`src/verilog/adm_pkg.sv`:
```
/*
  Constants, states and carrier types of the DRAM module controller.
  Assumes a 25 MHz mclk and a module with nine multiplexed address pins.
*/
// Notes on behaviour
// - Never hold row_strobe_0 with 1, or 2 with 3, low together.
// - After power-up wait 200 us, then give eight row strobe cycles.
// - After over 4 ms idle, repeat the eight-cycle wake-up.
// - Row field latched on row strobe fall, column field on column strobe fall.
// - Row and column strobes keep minimum low times; row strobe keeps precharge.
// - Write line stays high around the column strobe pulse of a read.
// - After write line falls, strobes stay low for their write lead times.
// - Page mode keeps row open while column strobe toggles across 512 columns.
// - Reads and writes may mix freely within one page.
// - Refresh all 512 rows every 8 ms, one row per 15.6 us.
// - Row-only refresh keeps column strobe high throughout.
// - Hidden refresh: column strobe held low, row precharge, then counter refresh.
// - Counter test uses internal row and external column, after eight counter refreshes.
// - Counter test writes zeros, reads, writes ones, reads, then complements.
// - A read ends meeting write hold after column or after row strobe rise.
package adm_pkg;
  localparam int CLK_MHZ = 25;
  localparam int ADDR_W = 9;
  localparam int DATA_W = 32;
  // Timing figures in ns or us
  localparam int INIT_PAUSE_US = 200;
  localparam int IDLE_LIMIT_US = 4000;
  localparam int REFRESH_US_X10 = 156;
  localparam int WAKE_CYCLES = 8;
  localparam int ROW_HOLD_NS = 15;
  localparam int ROW_ACTIVE_NS = 100;
  localparam int COL_ACTIVE_NS = 25;
  localparam int ROW_PRECHARGE_NS = 70;
  localparam int COL_PRECHARGE_NS = 15;
  localparam int COL_BEFORE_ROW_NS = 10;
  localparam int ACCESS_NS = 100;
  localparam int WRITE_LEAD_NS = 25;
  // Cycle counts: least times round up
  localparam int CLK_NS = 1000 / CLK_MHZ;
  localparam int ROW_HOLD_CYC = (ROW_HOLD_NS + CLK_NS - 1) / CLK_NS;
  localparam int ROW_ACTIVE_CYC = (ROW_ACTIVE_NS + CLK_NS - 1) / CLK_NS;
  localparam int COL_ACTIVE_CYC = (COL_ACTIVE_NS + CLK_NS - 1) / CLK_NS;
  localparam int ROW_PRE_CYC = (ROW_PRECHARGE_NS + CLK_NS - 1) / CLK_NS;
  localparam int COL_PRE_CYC = (COL_PRECHARGE_NS + CLK_NS - 1) / CLK_NS;
  localparam int CBR_SETUP_CYC = (COL_BEFORE_ROW_NS + CLK_NS - 1) / CLK_NS;
  localparam int ACCESS_CYC = (ACCESS_NS + CLK_NS - 1) / CLK_NS;
  localparam int WRITE_LEAD_CYC = (WRITE_LEAD_NS + CLK_NS - 1) / CLK_NS;
  // Longest times round down
  localparam int INIT_PAUSE_CYC = INIT_PAUSE_US * CLK_MHZ;
  localparam int IDLE_LIMIT_CYC = IDLE_LIMIT_US * CLK_MHZ;
  localparam int REFRESH_CYC = REFRESH_US_X10 * CLK_MHZ / 10;
  localparam int CNT_W = 18;

  typedef enum logic [8:0] {
    ADM_POWERUP  = 9'h001,
    ADM_IDLE     = 9'h002,
    ADM_ROW      = 9'h004,
    ADM_COL      = 9'h008,
    ADM_COL_PRE  = 9'h010,
    ADM_ROW_PRE  = 9'h020,
    ADM_CBR_SET  = 9'h040,
    ADM_CBR_ROW  = 9'h080,
    ADM_WAKE     = 9'h100
  } adm_state_t;

  // One user request
  typedef struct packed {
    logic write;
    logic [2*ADDR_W-1:0] addr;
    logic [DATA_W-1:0] wdata;
    logic [1:0] bank;
    logic keep_page;
  } adm_req_t;

  // Pins driven toward the module
  typedef struct packed {
    logic [3:0] row_strobe_n;
    logic [3:0] col_strobe_n;
    logic write_enable_n;
    logic [ADDR_W-1:0] addr;
  } adm_pins_t;
endpackage

```
`src/verilog/adm_ctrl.sv`:
```
/*
  Host controller for the asynchronous DRAM module: power-up pause and wake-up,
  single and page read/write, column-before-row refresh on a timer.
  Assumes the module's data pins resolve from dq_out/dq_oe in the bench,
  and that the user holds req steady until req_ready is seen.
*/
module adm_ctrl #(
  parameter int INIT_PAUSE = adm_pkg::INIT_PAUSE_CYC,
  parameter int IDLE_LIMIT = adm_pkg::IDLE_LIMIT_CYC,
  parameter int REFRESH_INT = adm_pkg::REFRESH_CYC
) (
  input wire logic mclk,
  input wire logic reset,
  input wire logic req_valid,
  output logic req_ready,
  input wire adm_pkg::adm_req_t req,
  output logic [adm_pkg::DATA_W-1:0] rdata,
  output logic rdata_valid,
  output logic ready_for_use,
  output adm_pkg::adm_pins_t pins,
  output logic [adm_pkg::DATA_W-1:0] dq_out,
  output logic dq_oe,
  input wire logic [adm_pkg::DATA_W-1:0] dq_in
);
  localparam int CW = adm_pkg::CNT_W;

  // Counters are CW bits wide; larger counts would wrap silently
  if (INIT_PAUSE < 1 || IDLE_LIMIT < 1 || REFRESH_INT < 1 ||
      INIT_PAUSE >= (1 << CW) || IDLE_LIMIT >= (1 << CW) || REFRESH_INT >= (1 << CW))
  begin : g_bad_counts
    $error("adm_ctrl: counts out of range");
  end

  // Turns a cycle figure into a counter load
  function automatic logic [CW-1:0] cyc(input int n);
    cyc = CW'(n - 1);
  endfunction

  adm_pkg::adm_state_t state_r;
  logic [CW-1:0] tmr_r;
  logic [CW-1:0] row_tmr_r;
  logic [CW-1:0] ref_tmr_r;
  logic [CW-1:0] idle_tmr_r;
  logic [3:0] wake_r;
  logic ref_pend_r;
  logic write_r;
  logic page_r;
  logic [1:0] bank_r;
  logic [adm_pkg::ADDR_W-1:0] col_r;
  logic [adm_pkg::DATA_W-1:0] wdata_r;
  logic [adm_pkg::ADDR_W-1:0] req_addr_row_r;
  logic rows_low;
  logic take;

  assign rows_low = (state_r == adm_pkg::ADM_ROW) || (state_r == adm_pkg::ADM_COL) ||
                    (state_r == adm_pkg::ADM_COL_PRE) || (state_r == adm_pkg::ADM_CBR_ROW) ||
                    (state_r == adm_pkg::ADM_WAKE);
  // Accept in idle, or at page precharge for the open bank and row only;
  // refresh and a due wake-up win in idle, so no request is lost to them
  assign req_ready = ((state_r == adm_pkg::ADM_IDLE) && !ref_pend_r && idle_tmr_r != '0) ||
                     ((state_r == adm_pkg::ADM_COL_PRE) && page_r && tmr_r == '0 &&
                      req.bank == bank_r &&
                      req.addr[2*adm_pkg::ADDR_W-1 -: adm_pkg::ADDR_W] == req_addr_row_r);
  assign take = req_valid && req_ready;

  // Refresh timer: request every interval, held until serviced
  always_ff @(posedge mclk)
  begin
    if (reset || state_r == adm_pkg::ADM_POWERUP)
    begin
      ref_tmr_r <= cyc(REFRESH_INT);
      ref_pend_r <= 1'b0;
    end
    else if (state_r == adm_pkg::ADM_CBR_SET)
    begin
      // Service clears the request, but an expiry in the same cycle sets it again
      ref_pend_r <= (ref_tmr_r == '0);
      ref_tmr_r <= (ref_tmr_r == '0) ? cyc(REFRESH_INT) : ref_tmr_r - 1'b1;
    end
    else if (ref_tmr_r == '0)
    begin
      ref_pend_r <= 1'b1;
      ref_tmr_r <= cyc(REFRESH_INT);
    end
    else
      ref_tmr_r <= ref_tmr_r - 1'b1;
  end

  // Idle watchdog: long inactivity forces a new wake-up
  always_ff @(posedge mclk)
  begin
    if (reset || rows_low)
      idle_tmr_r <= cyc(IDLE_LIMIT);
    else if (idle_tmr_r != '0)
      idle_tmr_r <= idle_tmr_r - 1'b1;
  end

  // Low time of the row strobe, checked before it may rise
  always_ff @(posedge mclk)
  begin
    if (reset || !rows_low)
      row_tmr_r <= cyc(adm_pkg::ROW_ACTIVE_CYC);
    else if (row_tmr_r != '0)
      row_tmr_r <= row_tmr_r - 1'b1;
  end

  // Main sequencer
  always_ff @(posedge mclk)
  begin
    if (reset)
    begin
      state_r <= adm_pkg::ADM_POWERUP;
      tmr_r <= cyc(INIT_PAUSE);
      wake_r <= 4'h0;
      ready_for_use <= 1'b0;
      write_r <= 1'b0;
      page_r <= 1'b0;
      bank_r <= 2'h0;
      col_r <= '0;
      wdata_r <= '0;
      rdata <= '0;
      rdata_valid <= 1'b0;
    end
    else
    begin
      rdata_valid <= 1'b0;
      if (tmr_r != '0)
        tmr_r <= tmr_r - 1'b1;
      case (state_r)
        adm_pkg::ADM_POWERUP:
          if (tmr_r == '0)
          begin
            state_r <= adm_pkg::ADM_WAKE;
            tmr_r <= cyc(adm_pkg::ROW_ACTIVE_CYC);
            wake_r <= 4'h0;
          end
        adm_pkg::ADM_WAKE:
          if (tmr_r == '0)
          begin
            wake_r <= wake_r + 4'h1;
            state_r <= adm_pkg::ADM_ROW_PRE;
            tmr_r <= cyc(adm_pkg::ROW_PRE_CYC);
          end
        adm_pkg::ADM_IDLE:
          if (idle_tmr_r == '0)
          begin
            ready_for_use <= 1'b0;
            wake_r <= 4'h0;
            state_r <= adm_pkg::ADM_WAKE;
            tmr_r <= cyc(adm_pkg::ROW_ACTIVE_CYC);
          end
          else if (ref_pend_r)
          begin
            state_r <= adm_pkg::ADM_CBR_SET;
            tmr_r <= cyc(adm_pkg::CBR_SETUP_CYC);
          end
          else if (take)
          begin
            write_r <= req.write;
            page_r <= req.keep_page;
            bank_r <= req.bank;
            col_r <= req.addr[adm_pkg::ADDR_W-1:0];
            wdata_r <= req.wdata;
            state_r <= adm_pkg::ADM_ROW;
            tmr_r <= cyc(adm_pkg::ROW_HOLD_CYC);
          end
        adm_pkg::ADM_ROW:
          if (tmr_r == '0)
          begin
            state_r <= adm_pkg::ADM_COL;
            // Longest of column low, access and write lead covers both paths
            tmr_r <= cyc(adm_pkg::ACCESS_CYC);
          end
        adm_pkg::ADM_COL:
          if (tmr_r == '0)
          begin
            if (!write_r)
            begin
              rdata <= dq_in; // Sampled before column strobe rises
              rdata_valid <= 1'b1;
            end
            state_r <= adm_pkg::ADM_COL_PRE;
            tmr_r <= cyc(adm_pkg::COL_PRE_CYC);
          end
        adm_pkg::ADM_COL_PRE:
          if (take)
          begin
            write_r <= req.write;
            col_r <= req.addr[adm_pkg::ADDR_W-1:0];
            wdata_r <= req.wdata;
            page_r <= req.keep_page;
            state_r <= adm_pkg::ADM_COL;
            tmr_r <= cyc(adm_pkg::ACCESS_CYC);
          end
          else if (tmr_r == '0 && row_tmr_r == '0)
          begin
            // No acceptable follow-on closes the page, so refresh waits only this long
            state_r <= adm_pkg::ADM_ROW_PRE;
            tmr_r <= cyc(adm_pkg::ROW_PRE_CYC);
          end
        adm_pkg::ADM_ROW_PRE:
          if (tmr_r == '0)
          begin
            if (wake_r != 4'h0 && wake_r < 4'(adm_pkg::WAKE_CYCLES))
            begin
              state_r <= adm_pkg::ADM_WAKE;
              tmr_r <= cyc(adm_pkg::ROW_ACTIVE_CYC);
            end
            else
            begin
              if (wake_r != 4'h0)
                ready_for_use <= 1'b1;
              wake_r <= 4'h0;
              state_r <= adm_pkg::ADM_IDLE;
            end
          end
        adm_pkg::ADM_CBR_SET:
          if (tmr_r == '0)
          begin
            state_r <= adm_pkg::ADM_CBR_ROW;
            tmr_r <= cyc(adm_pkg::ROW_ACTIVE_CYC);
          end
        adm_pkg::ADM_CBR_ROW:
          if (tmr_r == '0)
          begin
            state_r <= adm_pkg::ADM_ROW_PRE;
            tmr_r <= cyc(adm_pkg::ROW_PRE_CYC);
          end
        default:
          state_r <= adm_pkg::ADM_POWERUP;
      endcase
    end
  end

  // Pin drive: one bank pair member at a time, write line set in the same cycle as the column fall
  always_comb
  begin
    pins.row_strobe_n = 4'hF;
    pins.col_strobe_n = 4'hF;
    pins.write_enable_n = 1'b1;
    pins.addr = '0;
    dq_out = wdata_r;
    dq_oe = 1'b0;
    if (rows_low)
    begin
      if (state_r == adm_pkg::ADM_WAKE || state_r == adm_pkg::ADM_CBR_ROW)
        pins.row_strobe_n = 4'hA; // Strobes 0 and 2 only
      else
        pins.row_strobe_n = ~(4'h1 << bank_r);
    end
    if (state_r == adm_pkg::ADM_ROW)
      pins.addr = req_addr_row_r;
    if (state_r == adm_pkg::ADM_COL)
    begin
      pins.col_strobe_n = 4'h0;
      pins.addr = col_r;
      pins.write_enable_n = !write_r;
      dq_oe = write_r;
    end
    // Plain counter refresh only, never hidden or counter test
    if (state_r == adm_pkg::ADM_CBR_SET || state_r == adm_pkg::ADM_CBR_ROW)
      pins.col_strobe_n = 4'h0; // row-only refresh not used
  end

  // Row field held for the row strobe fall
  always_ff @(posedge mclk)
  begin
    if (reset)
      req_addr_row_r <= '0;
    else if (take && state_r == adm_pkg::ADM_IDLE)
      req_addr_row_r <= req.addr[2*adm_pkg::ADDR_W-1 -: adm_pkg::ADDR_W];
  end
endmodule // adm_ctrl

```
`config.mk`:
```
export PLATFORM = sky130hd
export DESIGN_NAME = adm_ctrl
export DESIGN_NICKNAME = d
export VERILOG_FILES = /design/src/verilog/adm_pkg.sv /design/src/verilog/adm_ctrl.sv
export SDC_FILE = /design/constraint.sdc
export NUM_CORES = 1
export LEC_CHECK = 0
export BUFFER_PORTS_ARGS = -buffer_cell sky130_fd_sc_hd__buf_4
export CAP_MARGIN = 20
export CORE_MARGIN = 1.5
export CORE_UTILIZATION = 50
export CTS_BUF_LIST = sky130_fd_sc_hd__clkbuf_2 sky130_fd_sc_hd__clkbuf_4 sky130_fd_sc_hd__clkbuf_8
export CTS_CLUSTER_DIAMETER = 50
export DETAILED_ROUTE_END_ITERATION = 10
export PLACE_DENSITY = 0.75
export SYNTH_ARGS = -nofsm -noshare
export SYNTH_HDL_FRONTEND = slang
export SYNTH_SLANG_ARGS = --single-unit
```
`constraint.sdc`:
```
create_clock -name mclk -period 6.5 [get_ports mclk]
set_clock_uncertainty 0.2 [all_clocks]
set_input_delay 0.65 -clock mclk [delete_from_list [all_inputs] [get_ports mclk]]
set_output_delay 0.65 -clock mclk [all_outputs]
set_load 0.02 [all_outputs]
```
Yosys cells after proc, flatten, opt, wreduce, memory -nomap -nowiden
Cells that the tools add are included.
Word-level totals
  flip-flop bits (word level): 174
  input bits: 89
  output and inout bits: 86
  logic and storage cells: 160
Cells by class
  add/subtract/negate cells: 5
  $lt $le $gt $ge: 1
  equality and inequality tests: 25
  shifts and indexed selects: 1
  multiplexer cells: 61
  bitwise operators: 6
  reduce and logical (&&, ||, !) cells: 45
Operator list (number)
  18-bit 2-to-1 mux: 11
  9-bit 2-to-1 mux: 16
  18-bit case mux with 6 select lines: 1
  32-bit 2-to-1 mux: 3
  18-bit zero test: 4
  9-bit case mux with 8 select lines: 1
  18-bit by 1-bit subtractor with 18-bit output (second input constant): 4
  32-bit case mux with 2 select lines: 1
  18-bit nonzero test: 3
  4-bit 2-to-1 mux: 8
  2-bit inequality test (second input constant): 9
  9-bit case mux with 2 select lines: 1
  4-bit case mux with 4 select lines: 1
  1-bit 2-to-1 mux: 14
  14-bit 2-to-1 mux: 1
  1-bit logical AND: 10
  1-bit logical OR: 10
  9-bit by 1-bit == test with 1-bit output (second input constant): 1
  9-bit by 2-bit == test with 1-bit output (second input constant): 1
  9-bit by 3-bit == test with 1-bit output (second input constant): 1
  9-bit by 4-bit == test with 1-bit output (second input constant): 1
  9-bit by 5-bit == test with 1-bit output (second input constant): 1
  9-bit by 6-bit == test with 1-bit output (second input constant): 1
  9-bit by 7-bit == test with 1-bit output (second input constant): 1
  23 further kinds: 39

Longest topological paths before layout
  depth after elaboration: 11
  gate-level depth with buffers: 10
  gate-level depth less buffers: 9

Worst setup path before layout
No wires, ideal clock.
  path kind: register to register
  start: register tmr_r[2]
  end: register tmr_r[10]
  library setup time: 136 ps
  data arrival time: 2585 ps
  required time: 6164 ps
  path slack: 3580 ps
  cell stages (with the launch flop): 9
  path buffers: 0
  period minus slack after synthesis: 2920 ps
  path through: dfxtp_1 > or4_4 > or2_1 > nor4_4 > inv_2 > o21a_1 > o21a_1 > nor4_4 > nor3_1
Between the ends
  word-level cells in the longest chain between the ends: 10
  elaborated cells between the ends (all ways): 21
  classes of those cells: add/sub (1); mux (12); reduce/logical (8)
RTL lines
  start: declaration: line adm_ctrl.sv:40  | logic [CW-1:0] tmr_r;
  start signal: assignment: line adm_ctrl.sv:113  | tmr_r <= cyc(INIT_PAUSE);
  start signal: assignment: line adm_ctrl.sv:128  | tmr_r <= tmr_r - 1'b1;
  start signal: assignment: line adm_ctrl.sv:134  | tmr_r <= cyc(adm_pkg::ROW_ACTIVE_CYC);
  parallel branches: the longest is 9 deep, another holds 18-bit by 1-bit subtractor with 18-bit output
  18-bit case mux with 6 select lines *: line adm_ctrl.sv:129  | case (state_r)
Mark *: on every way between the ends.
A chain may end at the register's enable or synchronous reset.

==> reports/results.ini <==
[clocking]
clk_latency_ns = 0.46
cts_tree = built
path_clk_slew_ns = 0.09
cts_buffers = 17
root_buffer = clkbuf_8
htree_levels = 4
hold_buffers = 0
cts_repair_resize_count = 0
cts_sinks = 174
cts_setup_buffers = 0
cts_max_path_buffers = 2

[placed_design]
gp_congestion = 0.8906
place_ws_ns = 2.941
hpwl_microns = 13160
io_buffers = 174

[route]
finalWirelength_microns = 18610
routed-via-count = 7088
drt-initial-drc-count = 439
ant_nets = 0
vias_per_cell = 5.415
wl_per_cell_microns = 14.22
drc = 0
dr.pass1.iters = 5

[synth]
post_synth_xor_area_fraction = 0.07079
synth_fp_nets = 1059
yosysTopAreaCellShare = 0.4541
ys_types = 53
yosysMostFrequentCell = nand2_1
yosys-top-cells-area = dfxtp_1 45%, nand2_1 10%, a21oi_1 7.1%
synth_seq_area_share = 0.4541
synth_area_sq_mm = 0.007671
synthFlopType = dfxtp_1
synth_commonest_cells = 208 x nand2_1, 174 x dfxtp_1, 109 x a21oi_1
synth_compound_area_frac = 0.1323
syn_inst = 959
yosysWarnings = 0
ys_ff_latch = 174
yosys.area_share.simple = 0.2882
synth_adder_area_share = 0.01794
syn_avg_cell_area_sq_um = 7.999
synth_edf_count = 0
async_flop_share = 0
synth_top_family_by_area = simple AND/OR/NAND/NOR gates
yosys-mux-area-fraction = 0.001305
yosysTopAreaCell = dfxtp_1

[global_routing]
grt_pass1_vias = 6415
grt_max_degree = 75
grt-ovfl-total = 0
grt_usage = 0.2314
grt_pass1_wl_microns = 30610
antenna_found_initial = 0

[sta]
fmax_mhz = 255.6
slew_headroom = 0.2778
hold_viol = 0
min_period_ns = 3.912
setup_ws_ns = 2.588
rsz0062_at_grt = no
worst_slew_pin_slew_ns = 1.074
final_max_slew_viol_count = 0
setup_violations = 0
finalSetupTns_ns = 0
layout_worst_path_cycle_share = 0.6019

[run_status]
status = completed

[die]
pin_count = 175
rows = 45
initial_core_util = 0.5084
die_area_sq_mm = 0.01609
core_sq_mm = 0.01509
die_h_microns = 126.9
dieWidth_microns = 126.9

[finish]
syn2layout_area_growth_pct = 24.04
nets = 1208
drive_gt1_frac = 0.2052
fillCellCount = 1318
diodes = 0

[setup_path]
cp_max_fo = 12
required_ns = 5.65
worstSetupPathType = reg -> out
end_kind = output pin
cp-start-kind = flop
cp.arrival_ns = 3.06

[power_and_ir_drop]
p_per_area_mw_per_mm2 = 251.7
worst_ir_drop_vdd_mv = 0.1639
power_mw = 2.395
p_leak_nw = 3.550

[run]
cap_violations = 0

[hold_path]
hp-class = in -> reg

## worst paths after layout
| check | startpoint | to | slack [ns] | cells after the start |
|---|---|---|---|---|
| max | state_r[8] | pins[14] | 2.59 | 5 |
| min | dq_in[23] | rdata[23] | 0.24 | 3 |
| max reg2reg | tmr_r[7] | tmr_r[14] | 2.97 | 8 |
| min reg2reg | ref_tmr_r[0] | ref_tmr_r[0] | 0.25 | 1 |
## registers in the layout (all words and copies together), names as in the netlist, 9 cells and up
name            count
dq_out             32
idle_tmr_r         18
rdata              32
ref_tmr_r          18
req_addr_row_r      9
tmr_r              18
state_r             9
col_r               9
row_tmr_r          18
## power by group
part | internal, mW | switching [mW] | leakage (nW) | total (mW)
combinational | 0.191 | 0.271 | 1.95 | 0.461
clock | 0.368 | 0.400 | 0.195 | 0.768
sequential | 1.11 | 0.0554 | 1.41 | 1.17
total | 1.67 | 0.726 | 3.55 | 2.40
## layout make-up
cell class / instances / area, sq um / share of cell area
clock buffer: 20 / 269.0 / 0.02827
clock inverter: 12 / 135.1 / 0.01420
inverter: 19 / 71.32 / 0.007495
multi-input combinational: 716 / 3943 / 0.4143
sequential: 174 / 3483 / 0.3661
tap: 188 / 235.2 / 0.02472
timing repair buffer: 180 / 1379 / 0.1449
## cells by family (layout without fill, tap and decap cells)
logic type | Yosys count | in the layout
AOI/OAI and AO/OA | 177 | 177
xor gates and xnor gates | 62 | 62
adders and majority gates | 11 | 11
buffers and inverters | 69 | 231
DFF | 174 | 174
muxes | 1 | 1
and+or+nand+nor | 465 | 465
## cell usage in the layout, fill, tap and decap left out, drive strengths merged, types with 4 or more instances in the layout
cell type    n
nand2      208
buf        180
dfxtp      174
a21oi      109
nor2        81
xnor2       49
nor3        36
nor4        27
nand3       24
o21ai       24
inv         21
clkbuf      20
or4         17
or3         16
xor2        13
nand4       12
ha          11
a22o        10
or2          8
nand2b       8
nor2b        6
o211ai       6
a211oi       6
and2         5
nor3b        5
o31ai        5
and4         4
o21a         4
clkinvlp     4
a31oi        4
clkinv       4
## per-layer routing
metal	wire, microns	global-route usage	up-vias	share of wire
met4	352	0.07286	0	0.019
met2	8899	0.3833	193	0.48
li1	-	-	3594	-
met1	8251	0.2920	3275	0.44
met3	1111	0.06622	26	0.060
met5	0	0	-	0
## per-stage QoR
step / instance area, sq um / util / cells / hold slack [ns]
2_1_floorplan: 7671 / - / 959 / 0.1913
3_3_place_gp: 9069 / 0.6010 / 1275 / 0.2119
3_5_place_dp: 9111 / 0.6038 / 1277 / 0.2218
4_1_cts: 9515 / 0.6306 / 1309 / 0.2184
5_1_grt: 9515 / 0.6306 / 1309 / 0.2058
6_report: 9515 / 0.6306 / 1309 / 0.2360
## worst max-delay path, cell delays in order, from the launching register on
cell and delay [ns]:
dfxtp_1 0.39, or3_1 0.46, nor4_2 0.90, or4_1 0.42, o21ai_0 0.24, buf_4 0.22
(Power assumes the default switching activity.)
